## src/rtl/drive_cmd_pkg.sv

```systemverilog
package drive_cmd_pkg;
   // clock and time base
   localparam int CLK_PERIOD_NS = 4;
   localparam int TICK_NS = 1000000;
   localparam int TICK_CYCLES = TICK_NS / CLK_PERIOD_NS;
   localparam int SLOW_BLINK_MS = 1000;
   localparam int SLOW_BLINK_ON_MS = 500;
   localparam int FAST_BLINK_MS = 250;
   localparam int FAST_BLINK_ON_MS = 125;
   localparam int ACK_BLINK_MS = 3000;
   // widths
   localparam int FREQ_W = 16;
   localparam int ADDR_W = 6;
   localparam int DATA_W = 16;
   localparam int ADC_W = 10;
   localparam int RATE_W = 24;
   // frequency unit is 0.01 Hz, time unit is 0.1 s
   localparam logic [15:0] REF_FREQ = 16'h1770;
   localparam logic [15:0] HIGH_FREQ_G1 = 16'h1770;
   localparam logic [15:0] HIGH_FREQ_G2 = 16'h1388;
   localparam logic [15:0] MID_FREQ_RST = 16'h0BB8;
   localparam logic [15:0] LOW_FREQ_RST = 16'h03E8;
   localparam logic [15:0] OTHER_PRESET_RST = 16'h0000;
   localparam logic [15:0] ACCEL_RST = 16'h0032;
   localparam logic [15:0] DECEL_RST = 16'h0032;
   localparam logic [15:0] GAIN_RST = 16'h1770;
   localparam logic [15:0] BIAS_RST = 16'h0000;
   localparam logic [15:0] TIME_TO_MS = 16'h0064;
   // analog codes: full scale is 5 V or 20 mA, 4 mA is the current zero point
   localparam logic [9:0] ADC_FULL = 10'h3FF;
   localparam logic [9:0] CUR_ZERO_CODE = 10'h0CD;
   // input terminal function codes
   localparam logic [7:0] FUNC_LOW_SPEED = 8'h00;
   localparam logic [7:0] FUNC_CUR_SEL = 8'h04;
   localparam logic [7:0] FUNC_FWD_START = 8'h3C;
   localparam logic [7:0] FUNC_REV_START = 8'h3D;
   localparam logic [7:0] OPMODE_RST = 8'h00;
   // register map
   localparam logic [5:0] PRESET_BASE = 6'h00;
   localparam logic [5:0] PRESET_LAST = 6'h0E;
   localparam logic [5:0] ACCEL_ADDR = 6'h10;
   localparam logic [5:0] DECEL_ADDR = 6'h11;
   localparam logic [5:0] VGAIN_ADDR = 6'h12;
   localparam logic [5:0] VBIAS_ADDR = 6'h13;
   localparam logic [5:0] CGAIN_ADDR = 6'h14;
   localparam logic [5:0] CBIAS_ADDR = 6'h15;
   localparam logic [5:0] FSEL0_ADDR = 6'h16;
   localparam logic [5:0] FSEL1_ADDR = 6'h17;
   localparam logic [5:0] FSELL_ADDR = 6'h18;
   localparam logic [5:0] OPMODE_ADDR = 6'h19;
   localparam logic [5:0] CTRL_ADDR = 6'h1A;
   localparam logic [5:0] FREQ_ADDR = 6'h20;
   localparam logic [5:0] CMD_ADDR = 6'h21;
   localparam logic [5:0] STAT_ADDR = 6'h22;
   // control bits: 0 voltage reference enable, 1 fifteen-speed combination mode
   localparam int CTRL_VREF_BIT = 0;
   localparam int CTRL_COMBO_BIT = 1;
   localparam logic [1:0] CTRL_RST = 2'h1;

   typedef enum logic [1:0] {
      RUN_STOP = 2'b00,
      RUN_FWD = 2'b01,
      RUN_REV = 2'b10
   } run_state_t;

   typedef struct packed {
      logic ext;
      logic high;
      logic mid;
      logic low;
   } speed_sel_t;

   typedef struct packed {
      logic fwd;
      logic rev;
      logic cur_sel;
   } start_req_t;
endpackage : drive_cmd_pkg

```

## src/rtl/drive_speed_command_select.sv

```systemverilog
// What this block does
// - both start inputs asserted while stopped: rotation does not begin
// - both start inputs asserted while running: ramp down to a stop
// - preset defaults 60 Hz (50 Hz group two), 30 Hz, 10 Hz; each settable
// - by default several speed selects together give the lowest speed preset
// - select combinations address up to fifteen preset speeds
// - with start and nonzero command, frequency rises at acceleration rate then holds
// - start removed or command zero: frequency falls at deceleration rate to zero
// - run indicator lit in forward rotation, slow blink in reverse
// - start asserted with zero command: run indicator blinks
// - start removed and motor stopped: run indicator off
// - function code 60 is forward start, 61 reverse start; these are defaults
// - function code 4 selects current input as the frequency reference
// - default current scaling: 20 mA gives 60 Hz, 4 mA or less gives 0 Hz
// - 5 V commands the voltage gain frequency, default 60 Hz
// - 20 mA commands the current gain frequency setting
// - network variant has two inputs, assigned via the two first function selects
// - a write to a setting register is stored; any write flashes the setting blink output for 3 s as acknowledge
module drive_speed_command_select #(
   parameter int TICK_CYC = drive_cmd_pkg::TICK_CYCLES,
   parameter bit GROUP_TWO = 1'b0,
   parameter bit NET_VARIANT = 1'b0
) (
   input wire logic CLK,
   input wire logic RESETN,
   input wire logic FWD_START_IN,
   input wire logic REV_START_IN,
   input wire logic NET_INPUT_ZERO,
   input wire logic NET_INPUT_ONE,
   input wire logic SPEED_HIGH_SEL,
   input wire logic SPEED_MID_SEL,
   input wire logic SPEED_LOW_SEL,
   input wire logic SPEED_EXT_SEL,
   input wire logic [drive_cmd_pkg::ADC_W-1:0] VOLT_IN,
   input wire logic [drive_cmd_pkg::ADC_W-1:0] CUR_IN,
   input wire logic [drive_cmd_pkg::ADDR_W-1:0] ADDR,
   input wire logic [drive_cmd_pkg::DATA_W-1:0] WDATA,
   input wire logic WR,
   input wire logic RD,
   output logic [drive_cmd_pkg::DATA_W-1:0] RDATA,
   output logic [drive_cmd_pkg::FREQ_W-1:0] OUT_FREQ,
   output logic OUT_REV,
   output logic RUN_INDICATOR,
   output logic SETTING_BLINK
);

   logic [15:0] preset_mem [0:14];
   logic [15:0] accel_time_setting;
   logic [15:0] decel_time_setting;
   logic [15:0] voltage_gain_freq;
   logic [15:0] voltage_bias_freq;
   logic [15:0] current_gain_freq;
   logic [15:0] current_bias_freq;
   logic [7:0] first_input_func_sel;
   logic [7:0] second_input_func_sel;
   logic [7:0] low_sel_input_func_sel;
   logic [7:0] operation_mode_setting;
   logic [1:0] ctrl_reg;
   drive_cmd_pkg::run_state_t state_reg;
   logic [15:0] freq_reg;
   logic [23:0] acc_reg;
   logic [31:0] tick_cnt_reg;
   logic tick;
   logic [9:0] blink_ms_reg;
   logic [11:0] ack_ms_reg;
   drive_cmd_pkg::speed_sel_t sel;
   drive_cmd_pkg::start_req_t req;
   logic [15:0] cmd_freq;
   logic [15:0] target;
   logic [23:0] rate;
   logic fwd_only;
   logic rev_only;
   logic run_req;
   logic slow_on;
   logic fast_on;

   // linear map of an analog code between bias (at lo) and gain (at full scale)
   function automatic logic [15:0] scale(input logic [9:0] code, input logic [9:0] lo,
                                         input logic [15:0] bias, input logic [15:0] gain);
      logic [9:0] span;
      logic [9:0] pos;
      logic signed [17:0] diff;
      logic signed [29:0] prod;
      logic signed [17:0] res;
      span = drive_cmd_pkg::ADC_FULL - lo;
      pos = (code > lo) ? code - lo : 10'h000;
      diff = $signed({2'b00, gain}) - $signed({2'b00, bias});
      prod = diff * $signed({2'b00, pos});
      res = $signed({2'b00, bias}) + 18'(prod / $signed({20'h00000, span}));
      scale = res[15:0];
   endfunction : scale

   // true when a terminal carrying the given function is asserted
   function automatic logic has_func(input logic [7:0] fc, input logic t0, input logic t1,
                                     input logic tl, input logic [7:0] f0,
                                     input logic [7:0] f1, input logic [7:0] fl);
      has_func = (t0 && f0 == fc) || (t1 && f1 == fc) || (tl && fl == fc);
   endfunction : has_func

   // terminal decode; the network variant has only its two digital inputs
   always_comb
   begin
      logic t0;
      logic t1;
      logic tl;
      t0 = NET_VARIANT ? NET_INPUT_ZERO : FWD_START_IN;
      t1 = NET_VARIANT ? NET_INPUT_ONE : REV_START_IN;
      tl = NET_VARIANT ? 1'b0 : SPEED_LOW_SEL;
      req.fwd = has_func(drive_cmd_pkg::FUNC_FWD_START, t0, t1, tl, first_input_func_sel,
                         second_input_func_sel, low_sel_input_func_sel);
      req.rev = has_func(drive_cmd_pkg::FUNC_REV_START, t0, t1, tl, first_input_func_sel,
                         second_input_func_sel, low_sel_input_func_sel);
      req.cur_sel = has_func(drive_cmd_pkg::FUNC_CUR_SEL, t0, t1, tl, first_input_func_sel,
                             second_input_func_sel, low_sel_input_func_sel);
      sel.low = has_func(drive_cmd_pkg::FUNC_LOW_SPEED, t0, t1, tl, first_input_func_sel,
                         second_input_func_sel, low_sel_input_func_sel);
      sel.mid = SPEED_MID_SEL && !NET_VARIANT;
      sel.high = SPEED_HIGH_SEL && !NET_VARIANT;
      sel.ext = SPEED_EXT_SEL && !NET_VARIANT;
   end

   // frequency command selection: presets first, then current, then voltage
   always_comb
   begin
      logic [3:0] idx;
      idx = {sel.ext, sel.low, sel.mid, sel.high};
      if (ctrl_reg[drive_cmd_pkg::CTRL_COMBO_BIT] && idx != 4'h0)
         cmd_freq = preset_mem[idx - 4'h1];
      else if (sel.low)
         cmd_freq = preset_mem[2];
      else if (sel.mid)
         cmd_freq = preset_mem[1];
      else if (sel.high)
         cmd_freq = preset_mem[0];
      else if (req.cur_sel)
         cmd_freq = scale(CUR_IN, drive_cmd_pkg::CUR_ZERO_CODE, current_bias_freq,
                          current_gain_freq);
      else if (ctrl_reg[drive_cmd_pkg::CTRL_VREF_BIT])
         cmd_freq = scale(VOLT_IN, 10'h000, voltage_bias_freq,
                          voltage_gain_freq);
      else
         cmd_freq = 16'h0000;
   end

   assign fwd_only = req.fwd && !req.rev;
   assign rev_only = req.rev && !req.fwd;
   assign run_req = (state_reg == drive_cmd_pkg::RUN_FWD) ? fwd_only :
                    (state_reg == drive_cmd_pkg::RUN_REV) ? rev_only : 1'b0;
   assign target = run_req ? cmd_freq : 16'h0000;
   assign rate = (freq_reg < target) ?
                 24'(accel_time_setting) * 24'(drive_cmd_pkg::TIME_TO_MS) :
                 24'(decel_time_setting) * 24'(drive_cmd_pkg::TIME_TO_MS);

   // millisecond tick
   always_ff @(posedge CLK or negedge RESETN)
   begin
      if (!RESETN)
         tick_cnt_reg <= 32'h00000000;
      else if (tick_cnt_reg >= 32'(TICK_CYC - 1))
         tick_cnt_reg <= 32'h00000000;
      else
         tick_cnt_reg <= tick_cnt_reg + 32'h00000001;
   end
   assign tick = (tick_cnt_reg >= 32'(TICK_CYC - 1));

   // register writes
   always_ff @(posedge CLK or negedge RESETN)
   begin
      if (!RESETN)
      begin
         for (int i = 0; i < 15; i++)
            preset_mem[i] <= drive_cmd_pkg::OTHER_PRESET_RST;
         preset_mem[0] <= GROUP_TWO ? drive_cmd_pkg::HIGH_FREQ_G2 :
                          drive_cmd_pkg::HIGH_FREQ_G1;
         preset_mem[1] <= drive_cmd_pkg::MID_FREQ_RST;
         preset_mem[2] <= drive_cmd_pkg::LOW_FREQ_RST;
         accel_time_setting <= drive_cmd_pkg::ACCEL_RST;
         decel_time_setting <= drive_cmd_pkg::DECEL_RST;
         voltage_gain_freq <= drive_cmd_pkg::GAIN_RST;
         voltage_bias_freq <= drive_cmd_pkg::BIAS_RST;
         current_gain_freq <= drive_cmd_pkg::GAIN_RST;
         current_bias_freq <= drive_cmd_pkg::BIAS_RST;
         first_input_func_sel <= drive_cmd_pkg::FUNC_FWD_START;
         second_input_func_sel <= drive_cmd_pkg::FUNC_REV_START;
         low_sel_input_func_sel <= drive_cmd_pkg::FUNC_LOW_SPEED;
         operation_mode_setting <= drive_cmd_pkg::OPMODE_RST;
         ctrl_reg <= drive_cmd_pkg::CTRL_RST;
      end
      else if (WR)
      begin
         if (ADDR <= drive_cmd_pkg::PRESET_LAST)
            preset_mem[4'(ADDR)] <= WDATA;
         case (ADDR)
            drive_cmd_pkg::ACCEL_ADDR: accel_time_setting <= WDATA;
            drive_cmd_pkg::DECEL_ADDR: decel_time_setting <= WDATA;
            drive_cmd_pkg::VGAIN_ADDR: voltage_gain_freq <= WDATA;
            drive_cmd_pkg::VBIAS_ADDR: voltage_bias_freq <= WDATA;
            drive_cmd_pkg::CGAIN_ADDR: current_gain_freq <= WDATA;
            drive_cmd_pkg::CBIAS_ADDR: current_bias_freq <= WDATA;
            drive_cmd_pkg::FSEL0_ADDR: first_input_func_sel <= WDATA[7:0];
            drive_cmd_pkg::FSEL1_ADDR: second_input_func_sel <= WDATA[7:0];
            drive_cmd_pkg::FSELL_ADDR: low_sel_input_func_sel <= WDATA[7:0];
            drive_cmd_pkg::OPMODE_ADDR: operation_mode_setting <= WDATA[7:0];
            drive_cmd_pkg::CTRL_ADDR: ctrl_reg <= WDATA[1:0];
            default: ;
         endcase
      end
   end

   // register reads, data in the following cycle
   always_ff @(posedge CLK or negedge RESETN)
   begin
      if (!RESETN)
         RDATA <= 16'h0000;
      else if (RD)
      begin
         if (ADDR <= drive_cmd_pkg::PRESET_LAST)
            RDATA <= preset_mem[4'(ADDR)];
         else
            case (ADDR)
               drive_cmd_pkg::ACCEL_ADDR: RDATA <= accel_time_setting;
               drive_cmd_pkg::DECEL_ADDR: RDATA <= decel_time_setting;
               drive_cmd_pkg::VGAIN_ADDR: RDATA <= voltage_gain_freq;
               drive_cmd_pkg::VBIAS_ADDR: RDATA <= voltage_bias_freq;
               drive_cmd_pkg::CGAIN_ADDR: RDATA <= current_gain_freq;
               drive_cmd_pkg::CBIAS_ADDR: RDATA <= current_bias_freq;
               drive_cmd_pkg::FSEL0_ADDR: RDATA <= {8'h00, first_input_func_sel};
               drive_cmd_pkg::FSEL1_ADDR: RDATA <= {8'h00, second_input_func_sel};
               drive_cmd_pkg::FSELL_ADDR: RDATA <= {8'h00, low_sel_input_func_sel};
               drive_cmd_pkg::OPMODE_ADDR: RDATA <= {8'h00, operation_mode_setting};
               drive_cmd_pkg::CTRL_ADDR: RDATA <= {14'h0000, ctrl_reg};
               drive_cmd_pkg::FREQ_ADDR: RDATA <= freq_reg;
               drive_cmd_pkg::CMD_ADDR: RDATA <= cmd_freq;
               drive_cmd_pkg::STAT_ADDR: RDATA <= {12'h000, req.fwd && req.rev, req.cur_sel,
                                                   state_reg};
               default: RDATA <= 16'h0000;
            endcase
      end
   end

   // rotation state
   always_ff @(posedge CLK or negedge RESETN)
   begin
      if (!RESETN)
         state_reg <= drive_cmd_pkg::RUN_STOP;
      else
         case (state_reg)
            drive_cmd_pkg::RUN_STOP:
               if (fwd_only)
                  state_reg <= drive_cmd_pkg::RUN_FWD;
               else if (rev_only)
                  state_reg <= drive_cmd_pkg::RUN_REV;
            drive_cmd_pkg::RUN_FWD, drive_cmd_pkg::RUN_REV:
               if (!run_req && freq_reg == 16'h0000)
                  state_reg <= drive_cmd_pkg::RUN_STOP;
            default: state_reg <= drive_cmd_pkg::RUN_STOP;
         endcase
   end

   // ramp: each tick adds the reference frequency, each cycle spends one rate step
   always_ff @(posedge CLK or negedge RESETN)
   begin
      if (!RESETN)
      begin
         freq_reg <= 16'h0000;
         acc_reg <= 24'h000000;
      end
      else if (freq_reg == target)
         acc_reg <= 24'h000000;
      else if (rate == 24'h000000)
         freq_reg <= target;
      else if (acc_reg >= rate)
      begin
         acc_reg <= acc_reg - rate;
         if (freq_reg < target)
            freq_reg <= freq_reg + 16'h0001;
         else
            freq_reg <= freq_reg - 16'h0001;
      end
      else if (tick)
         acc_reg <= acc_reg + {8'h00, drive_cmd_pkg::REF_FREQ};
   end

   // blink time base and acknowledge window
   always_ff @(posedge CLK or negedge RESETN)
   begin
      if (!RESETN)
         blink_ms_reg <= 10'h000;
      else if (tick)
         blink_ms_reg <= (blink_ms_reg >= 10'(drive_cmd_pkg::SLOW_BLINK_MS - 1)) ?
                         10'h000 : blink_ms_reg + 10'h001;
   end
   assign slow_on = blink_ms_reg < 10'(drive_cmd_pkg::SLOW_BLINK_ON_MS);
   assign fast_on = (blink_ms_reg % 10'(drive_cmd_pkg::FAST_BLINK_MS)) <
                    10'(drive_cmd_pkg::FAST_BLINK_ON_MS);

   always_ff @(posedge CLK or negedge RESETN)
   begin
      if (!RESETN)
         ack_ms_reg <= 12'h000;
      else if (WR)
         ack_ms_reg <= 12'(drive_cmd_pkg::ACK_BLINK_MS);
      else if (tick && ack_ms_reg != 12'h000)
         ack_ms_reg <= ack_ms_reg - 12'h001;
   end

   // outputs
   always_ff @(posedge CLK or negedge RESETN)
   begin
      if (!RESETN)
      begin
         RUN_INDICATOR <= 1'b0;
         SETTING_BLINK <= 1'b0;
         OUT_FREQ <= 16'h0000;
         OUT_REV <= 1'b0;
      end
      else
      begin
         OUT_FREQ <= freq_reg;
         OUT_REV <= (state_reg == drive_cmd_pkg::RUN_REV);
         SETTING_BLINK <= (ack_ms_reg != 12'h000) && fast_on;
         case (state_reg)
            drive_cmd_pkg::RUN_FWD:
               RUN_INDICATOR <= (run_req && cmd_freq == 16'h0000) ? fast_on : 1'b1;
            drive_cmd_pkg::RUN_REV:
               RUN_INDICATOR <= (run_req && cmd_freq == 16'h0000) ? fast_on :
                                slow_on;
            default: RUN_INDICATOR <= 1'b0;
         endcase
      end
   end
endmodule : drive_speed_command_select
```

## config.mk

```make
export PLATFORM = sky130hd
export DESIGN_NAME = drive_speed_command_select
export DESIGN_NICKNAME = d
export VERILOG_FILES = /design/src/rtl/drive_cmd_pkg.sv /design/src/rtl/drive_speed_command_select.sv
export SDC_FILE = /design/constraint.sdc
export NUM_CORES = 2
export LEC_CHECK = 0
export BUFFER_PORTS_ARGS = -buffer_cell sky130_fd_sc_hd__clkbuf_2
export CAP_MARGIN = 20
export CORE_MARGIN = 2
export CORE_UTILIZATION = 25
export DETAILED_ROUTE_END_ITERATION = 8
export GPL_TIMING_DRIVEN = 1
export PLACE_DENSITY_LB_ADDON = 0.2
export SYNTH_ARGS = -nofsm -noshare
export SYNTH_HDL_FRONTEND = slang
export SYNTH_SLANG_ARGS = --single-unit
export TNS_END_PERCENT = 5
```

## constraint.sdc

```tcl
create_clock -name CLK -period 38.2 [get_ports CLK]
set_input_delay 3.82 -clock CLK [delete_from_list [all_inputs] [get_ports CLK]]
set_output_delay 3.82 -clock CLK [all_outputs]
set_load 0.02 [all_outputs]
```

Word level (Yosys, flattened, before mapping)
Cells that the tools add are included.

storage, ports and cells
  register bits = 501
  output and inout port bits = 35
  word-level logic and storage cells = 202

operators by class
  multiplexer cells = 41
  multipliers = 4
  add/sub/neg operators = 13
  reduce and logical (&&, ||, !) cells = 60
  bitwise operators = 3
  eq/ne operators = 29
  div/mod/pow operators = 3
  order comparisons = 12

operators with widths
  operator                                                                                number
  16-bit 2-to-1 mux                                                                       16
  240-bit bitwise mux                                                                     1
  16-bit one-hot mux with 14 select lines                                                 1
  16-bit binary-select mux with 4-bit select                                              2
  24-bit 2-to-1 mux                                                                       4
  6-bit by 5-bit == test with 1-bit output (second input constant)                        11
  16-bit demux with 4-bit select                                                          1
  30-bit by 11-bit divider with 30-bit output (second input constant)                     2
  17-bit by 11-bit multiplier with 28-bit output                                          2
  8-bit by 6-bit == test with 1-bit output (second input constant)                        6
  16-bit by 5-bit multiplier with 21-bit output (second input constant)                   2
  16-bit by 16-bit subtractor with 17-bit output                                          2
  16-bit adder                                                                            2
  32-bit by 1-bit adder with 32-bit output (second input constant)                        1
  32-bit by 18-bit greater-or-equal comparator with 1-bit output (second input constant)  1
  16-bit zero test                                                                        2
  32-bit 2-to-1 mux                                                                       1
  10-bit 2-to-1 mux                                                                       3
  2-bit AND reduction                                                                     15
  24-bit by 13-bit adder with 24-bit output (second input constant)                       1
  8-bit by 3-bit == test with 1-bit output (second input constant)                        3
  24-bit by 23-bit greater-or-equal comparator with 1-bit output                          1
  24-bit zero test                                                                        1
  8-bit zero test                                                                         3
  other kinds (40)                                                                        81

Depth between registers and ports, before layout
  word-level depth = 18
  mapped depth = 176
  depth with buffers taken out = 155

Least setup slack after synthesis
Ideal clock, no wire load.

  path type = in2reg
  start point = in CUR_IN[0] (netlist name)
  end point = reg freq_reg[5]
  setup slack = 3185 ps
  arrival time = 34932 ps
  setup time = 83 ps
  path buffers = 13
  stages on the path = 147
  path through = inv_1 ha_1 nand3b_1 o311a_1 clkbuf_1 nor2_1 clkbuf_1 nand2_1 fa_1 fa_1 inv_1 fa_1 fa_1 inv_1 fa_1 inv_1 ha_1 buf_4 (+111 left out) o21bai_1 a21oi_1 nand2_1 a21oi_1 nor2b_1 o21ai_0 nand2b_1 a21oi_1 nor2b_1 o21ai_0 nand2b_1 a211o_1 clkbuf_1 o21bai_1 clkbuf_1 clkbuf_1 nand2_1 o21ai_0

on the way
  cells in the longest elaborated chain, start to end = 16

RTL lines
  what                                                                                                                               RTL line                                                              source
  start, declared                                                                                                                    drive_speed_command_select.sv:35                                      input wire logic [drive_cmd_pkg::ADC_W-1:0] CUR_IN,
  10-bit by 8-bit subtractor with 10-bit output / 10-bit by 8-bit greater-than comparator with 1-bit output (equally long branches)  drive_speed_command_select.sv:86                                      pos = (code > lo) ? code - lo : 10'h000;
  10-bit 2-to-1 mux (*)                                                                                                              drive_speed_command_select.sv:86
  17-bit by 11-bit multiplier with 28-bit output (*)                                                                                 drive_speed_command_select.sv:88                                      prod = diff * $signed({2'b00, pos});
  30-bit by 11-bit divider with 30-bit output (*)                                                                                    drive_speed_command_select.sv:89                                      res = $signed({2'b00, bias}) + 18'(prod / $signed({20'h00000, span}));
  16-bit adder (*)                                                                                                                   drive_speed_command_select.sv:89
  16-bit 2-to-1 mux (*)                                                                                                              drive_speed_command_select.sv:135                                     else if (req.cur_sel)
  16-bit 2-to-1 mux (*)                                                                                                              drive_speed_command_select.sv:133                                     else if (sel.high)
  16-bit 2-to-1 mux (*)                                                                                                              drive_speed_command_select.sv:131                                     else if (sel.mid)
  16-bit 2-to-1 mux (*)                                                                                                              drive_speed_command_select.sv:129                                     else if (sel.low)
  16-bit 2-to-1 mux (*)                                                                                                              drive_speed_command_select.sv:127                                     if (ctrl_reg[drive_cmd_pkg::CTRL_COMBO_BIT] && idx != 4'h0)
  16-bit 2-to-1 mux (*)                                                                                                              drive_speed_command_select.sv:149                                     assign target = run_req ? cmd_freq : 16'h0000;
  16-bit < comparator                                                                                                                drive_speed_command_select.sv:150, drive_speed_command_select.sv:275
  23-bit 2-to-1 mux                                                                                                                  drive_speed_command_select.sv:150                                     assign rate = (freq_reg < target) ?
  24-bit by 23-bit greater-or-equal comparator with 1-bit output / 24-bit zero test (equally long branches)                          drive_speed_command_select.sv:272, drive_speed_command_select.sv:270
  2-bit nonzero test (no line)                                                                                                       --
  2-bit AND reduction (no line)                                                                                                      --
  end signal, assigned                                                                                                               drive_speed_command_select.sv:271                                     freq_reg <= target;
  end signal, assigned                                                                                                               drive_speed_command_select.sv:276                                     freq_reg <= freq_reg + 16'h0001;
  end signal, assigned                                                                                                               drive_speed_command_select.sv:278                                     freq_reg <= freq_reg - 16'h0001;
  end, declared                                                                                                                      drive_speed_command_select.sv:60                                      logic [15:0] freq_reg;

Every way passes the cells marked *; elsewhere a longest branch is shown, timed or not. The select of a mux whose other input is x is not followed.
A chain may end at the register's enable or synchronous reset.

Final worst setup path
  start point = in CUR_IN[0] (netlist name)
  end point = reg freq_reg[2]

The elaborated chain is that of the path after synthesis.

==> flow_summary_export.csv <==
group,metric,value,unit
outcome,status,"complete, no violations",
drt,ant_nets,0,
grt,grt_pass1_wl,328000,um
sta,tightest_slew,1.15,ns
yosys,synth_common_cells,"inv_1 (659), nand2_1 (585), nor2_1 (541)",
placement,hpwlAfterDp,163000,um
critical_path,r2r_slack,2.58,ns
yosys,synth_area,62100,um2
critical_path,cp_max_fo,12,
sta,hold_viol,0,
sta,whs,0.492,ns
critical_path,reg2reg_depth,155,
critical_path,required,38.73,ns
critical_path,path_buf_inv,21,
sta,skew,0.0558,ns
drt,viasPerCell,5.10,
grt,antenna_found_initial,19,
yosys,synth_warnings,0,
clock_network,cts_inserted_buffers,54,
cells_and_area,syn_to_final_growth,16.5,%
placement,port_buffers,86,
critical_path,cp_common_cell,"a21oi_1",
placement,place_area,69200,um2
yosys,synth.ff_latch_count,499,
flow_run,cap_viol_max_count,0,
cells_and_area,nFillCells,26305,
hold_path,hold_path_class,"reg -> reg",
die,pin_count,89,
yosys,yosys.area_share.simple,16.5,%
drt,dr.pass1.iters,7,
die,core,246000,um2
clock_network,root_buffer,"clkbuf_16",
sta,tns,0,ns
die,dieArea,252000,um2
yosys,synth_mux_area_share,13.2,%
clock_network,htree_levels,2,
drt,drt_iter0_drc,3517,
yosys,synth_largest_area_cell,"dfrtp_1",
yosys,syn_area_per_cell,8.95,um2
cells_and_area,stdcell_count,10690,
clock_network,worstSkewPairLatency,0.68,ns
die,core.rowCount,182,
sta,slew_violations,0,
drt,drc_errors,0,
critical_path,cp_slowest_cell,"fa_1",
critical_path,critPathArrivalTime,36.56,ns
clock_network,cts.clk_slew.worst_paths,0.06,ns
critical_path,endpoint_kind,"flip-flop",
die,die_y,502,um
grt,grt_pass1_vias,54392,
yosys,synth_edf_count,0,
drt,wire_per_inst,19.8,um
drt,vias,54509,
hold_path,hold-path-endpoint,"RDATA[15]",
critical_path,critPathMaxStageDelay,0.58,ns
clock_network,cts_sinks,499,
critical_path,crit_family,"compound AO/OA/AOI/OAI gates",
cells_and_area,largest_reg_flops,240,
clock_network,tritoncts,"yes",
yosys,yosysMostFrequentCell,"inv_1",
yosys,ys_types,162,
sta,slew_headroom,23.2,%
sta,fin_crit,36.03,ns
critical_path,critPathLaunchType,"primary input",
clock_network,clockBufferDepth,3,
yosys,netlist_instances,6934,
hold_path,hp-start,"RDATA[15]",
placement,gp_congestion,0.858,
yosys,synth_seq_area_share,20.2,%
yosys,synth_compound_area_share,19.1,%
critical_path,r2r_end,"freq_reg[2]",
die,chipWidth,502,um
cells_and_area,final_nets,8074,
yosys,netlist_top_cells_area,"dfrtp_1 (18%), fa_1 (11%), ha_1 (7.3%), mux2_2 (7.2%), mux4_2 (4.4%)",
yosys,synth_xor_area_share,6.44,%
sta,max_freq,27.8,MHz
drt,wl,212000,um
yosys,yosysTopAreaCellShare,18.1,%
grt,overflow,0,
grt,grt_max_degree,151,
yosys,synth_fa_ha_area_share,18.4,%
yosys,ys.flop_type,"dfrtp_1",
sta,finalCritPeriodShare,94.3,%
die,start_util,25.2,%
yosys,ys_async_sr_fraction,100,%
critical_path,timing_worst_setup_path_type,"in -> reg",
grt,grt_usage,16.4,%
yosys,synth_top_family_by_area,"compound AO/OA/AOI/OAI gates",
placement,post-place-cells,10539,
sta,finalSetupViolations,0,
cells_and_area,stdcell_area,72300,um2
cells_and_area,drive_gt1_share,22.2,%
hold_path,min_delay_path_depth,1,
critical_path,rr_startpoint,"current_bias_freq[0]",
==> final cells by class <==
type / count / area [um2] / share of cell area (%)
Tap cell: 3312 / 4140 / 5.73
Clock buffer: 79 / 1590 / 2.19
Clock inverter: 21 / 239 / 0.331
Antenna cell: 9 / 22.5 / 0.0312
Inverter: 659 / 2470 / 3.42
Sequential cell: 499 / 12500 / 17.4
Timing Repair Buffer: 600 / 4380 / 6.07
Multi-Input combinational cell: 5511 / 46900 / 64.9
==> how the worst max path moves through the flow <==
stage | start | cells past startpoint | endpoint
final | CUR_IN[0] | 146 | freq_reg[2]
after CTS | VOLT_IN[3] | 134 | freq_reg[1]
after detailed placement | VOLT_IN[3] | 135 | acc_reg[23]
after floorplan | CUR_IN[0] | 147 | freq_reg[5]
after global placement | CUR_IN[0] | 142 | acc_reg[23]
after global routing | CUR_IN[0] | 154 | acc_reg[23]
==> cells by family (layout without fill, tap and decap cells) <==
logic type	count (synthesis)	in the layout
buf+inv	937	1359
mux	617	617
compound gates	1657	1657
fa+ha+maj	717	717
xor+xnor	442	442
simple gates	2064	2064
flops	499	499
other cells	1	23
==> routing by layer <==
layer  track usage [%]  vias to the layer above  share of wire, %
met3              1.17                      205               3.3
met4              3.82                        6               2.3
li1                  -                    25721                 -
met1              23.2                    27495                48
met5                 0                        -             0.016
met2              26.9                     1082                46
==> metrics by stage <==
stage | setup slack, ns | util [%]
3_5_place_dp | 0.558 | 28.1
2_1_floorplan | 3.19 | -
6_report | 2.17 | 29.3
4_1_cts | 1.04 | 28.8
5_1_grt | -0.0702 | 29.3
3_3_place_gp | 0.696 | 28.1
==> layout by cell type, fill, tap and decap left out, types with 87 or more instances in the layout <==
master,count
a21oi_1,327
xnor2_1,289
mux2_2,398
inv_1,658
mux2i_1,87
dfrtp_1,449
fa_1,334
o21ai_0,293
nand3_1,136
and2_1,136
nor2_1,525
ha_1,359
nor3_1,128
nand2_1,583
mux4_2,121
buf_4,509
xor2_1,117
==> worst register-to-register path: cells and delay by family (launching register included) <==
kind | cells | cell delay [ns]
xor gates and xnor gates | 4 | 0.60
buffers and inverters | 17 | 2.55
AOI/OAI and AO/OA | 81 | 16.79
muxes | 3 | 0.85
DFF | 1 | 0.49
adders and majority gates | 15 | 6.10
and+or+nand+nor | 35 | 8.18
==> what timing repair did <==
action,CTS,global route
gates resized for setup,0,165
hold endpoints to repair,0,0
setup endpoints to repair,0,38
hold buffers,0,0
buffers inserted,0,38
Power is left out: the tool's default activity adds up to more than one toggle a clock period on the data nets, which glitch-free logic cannot reach.
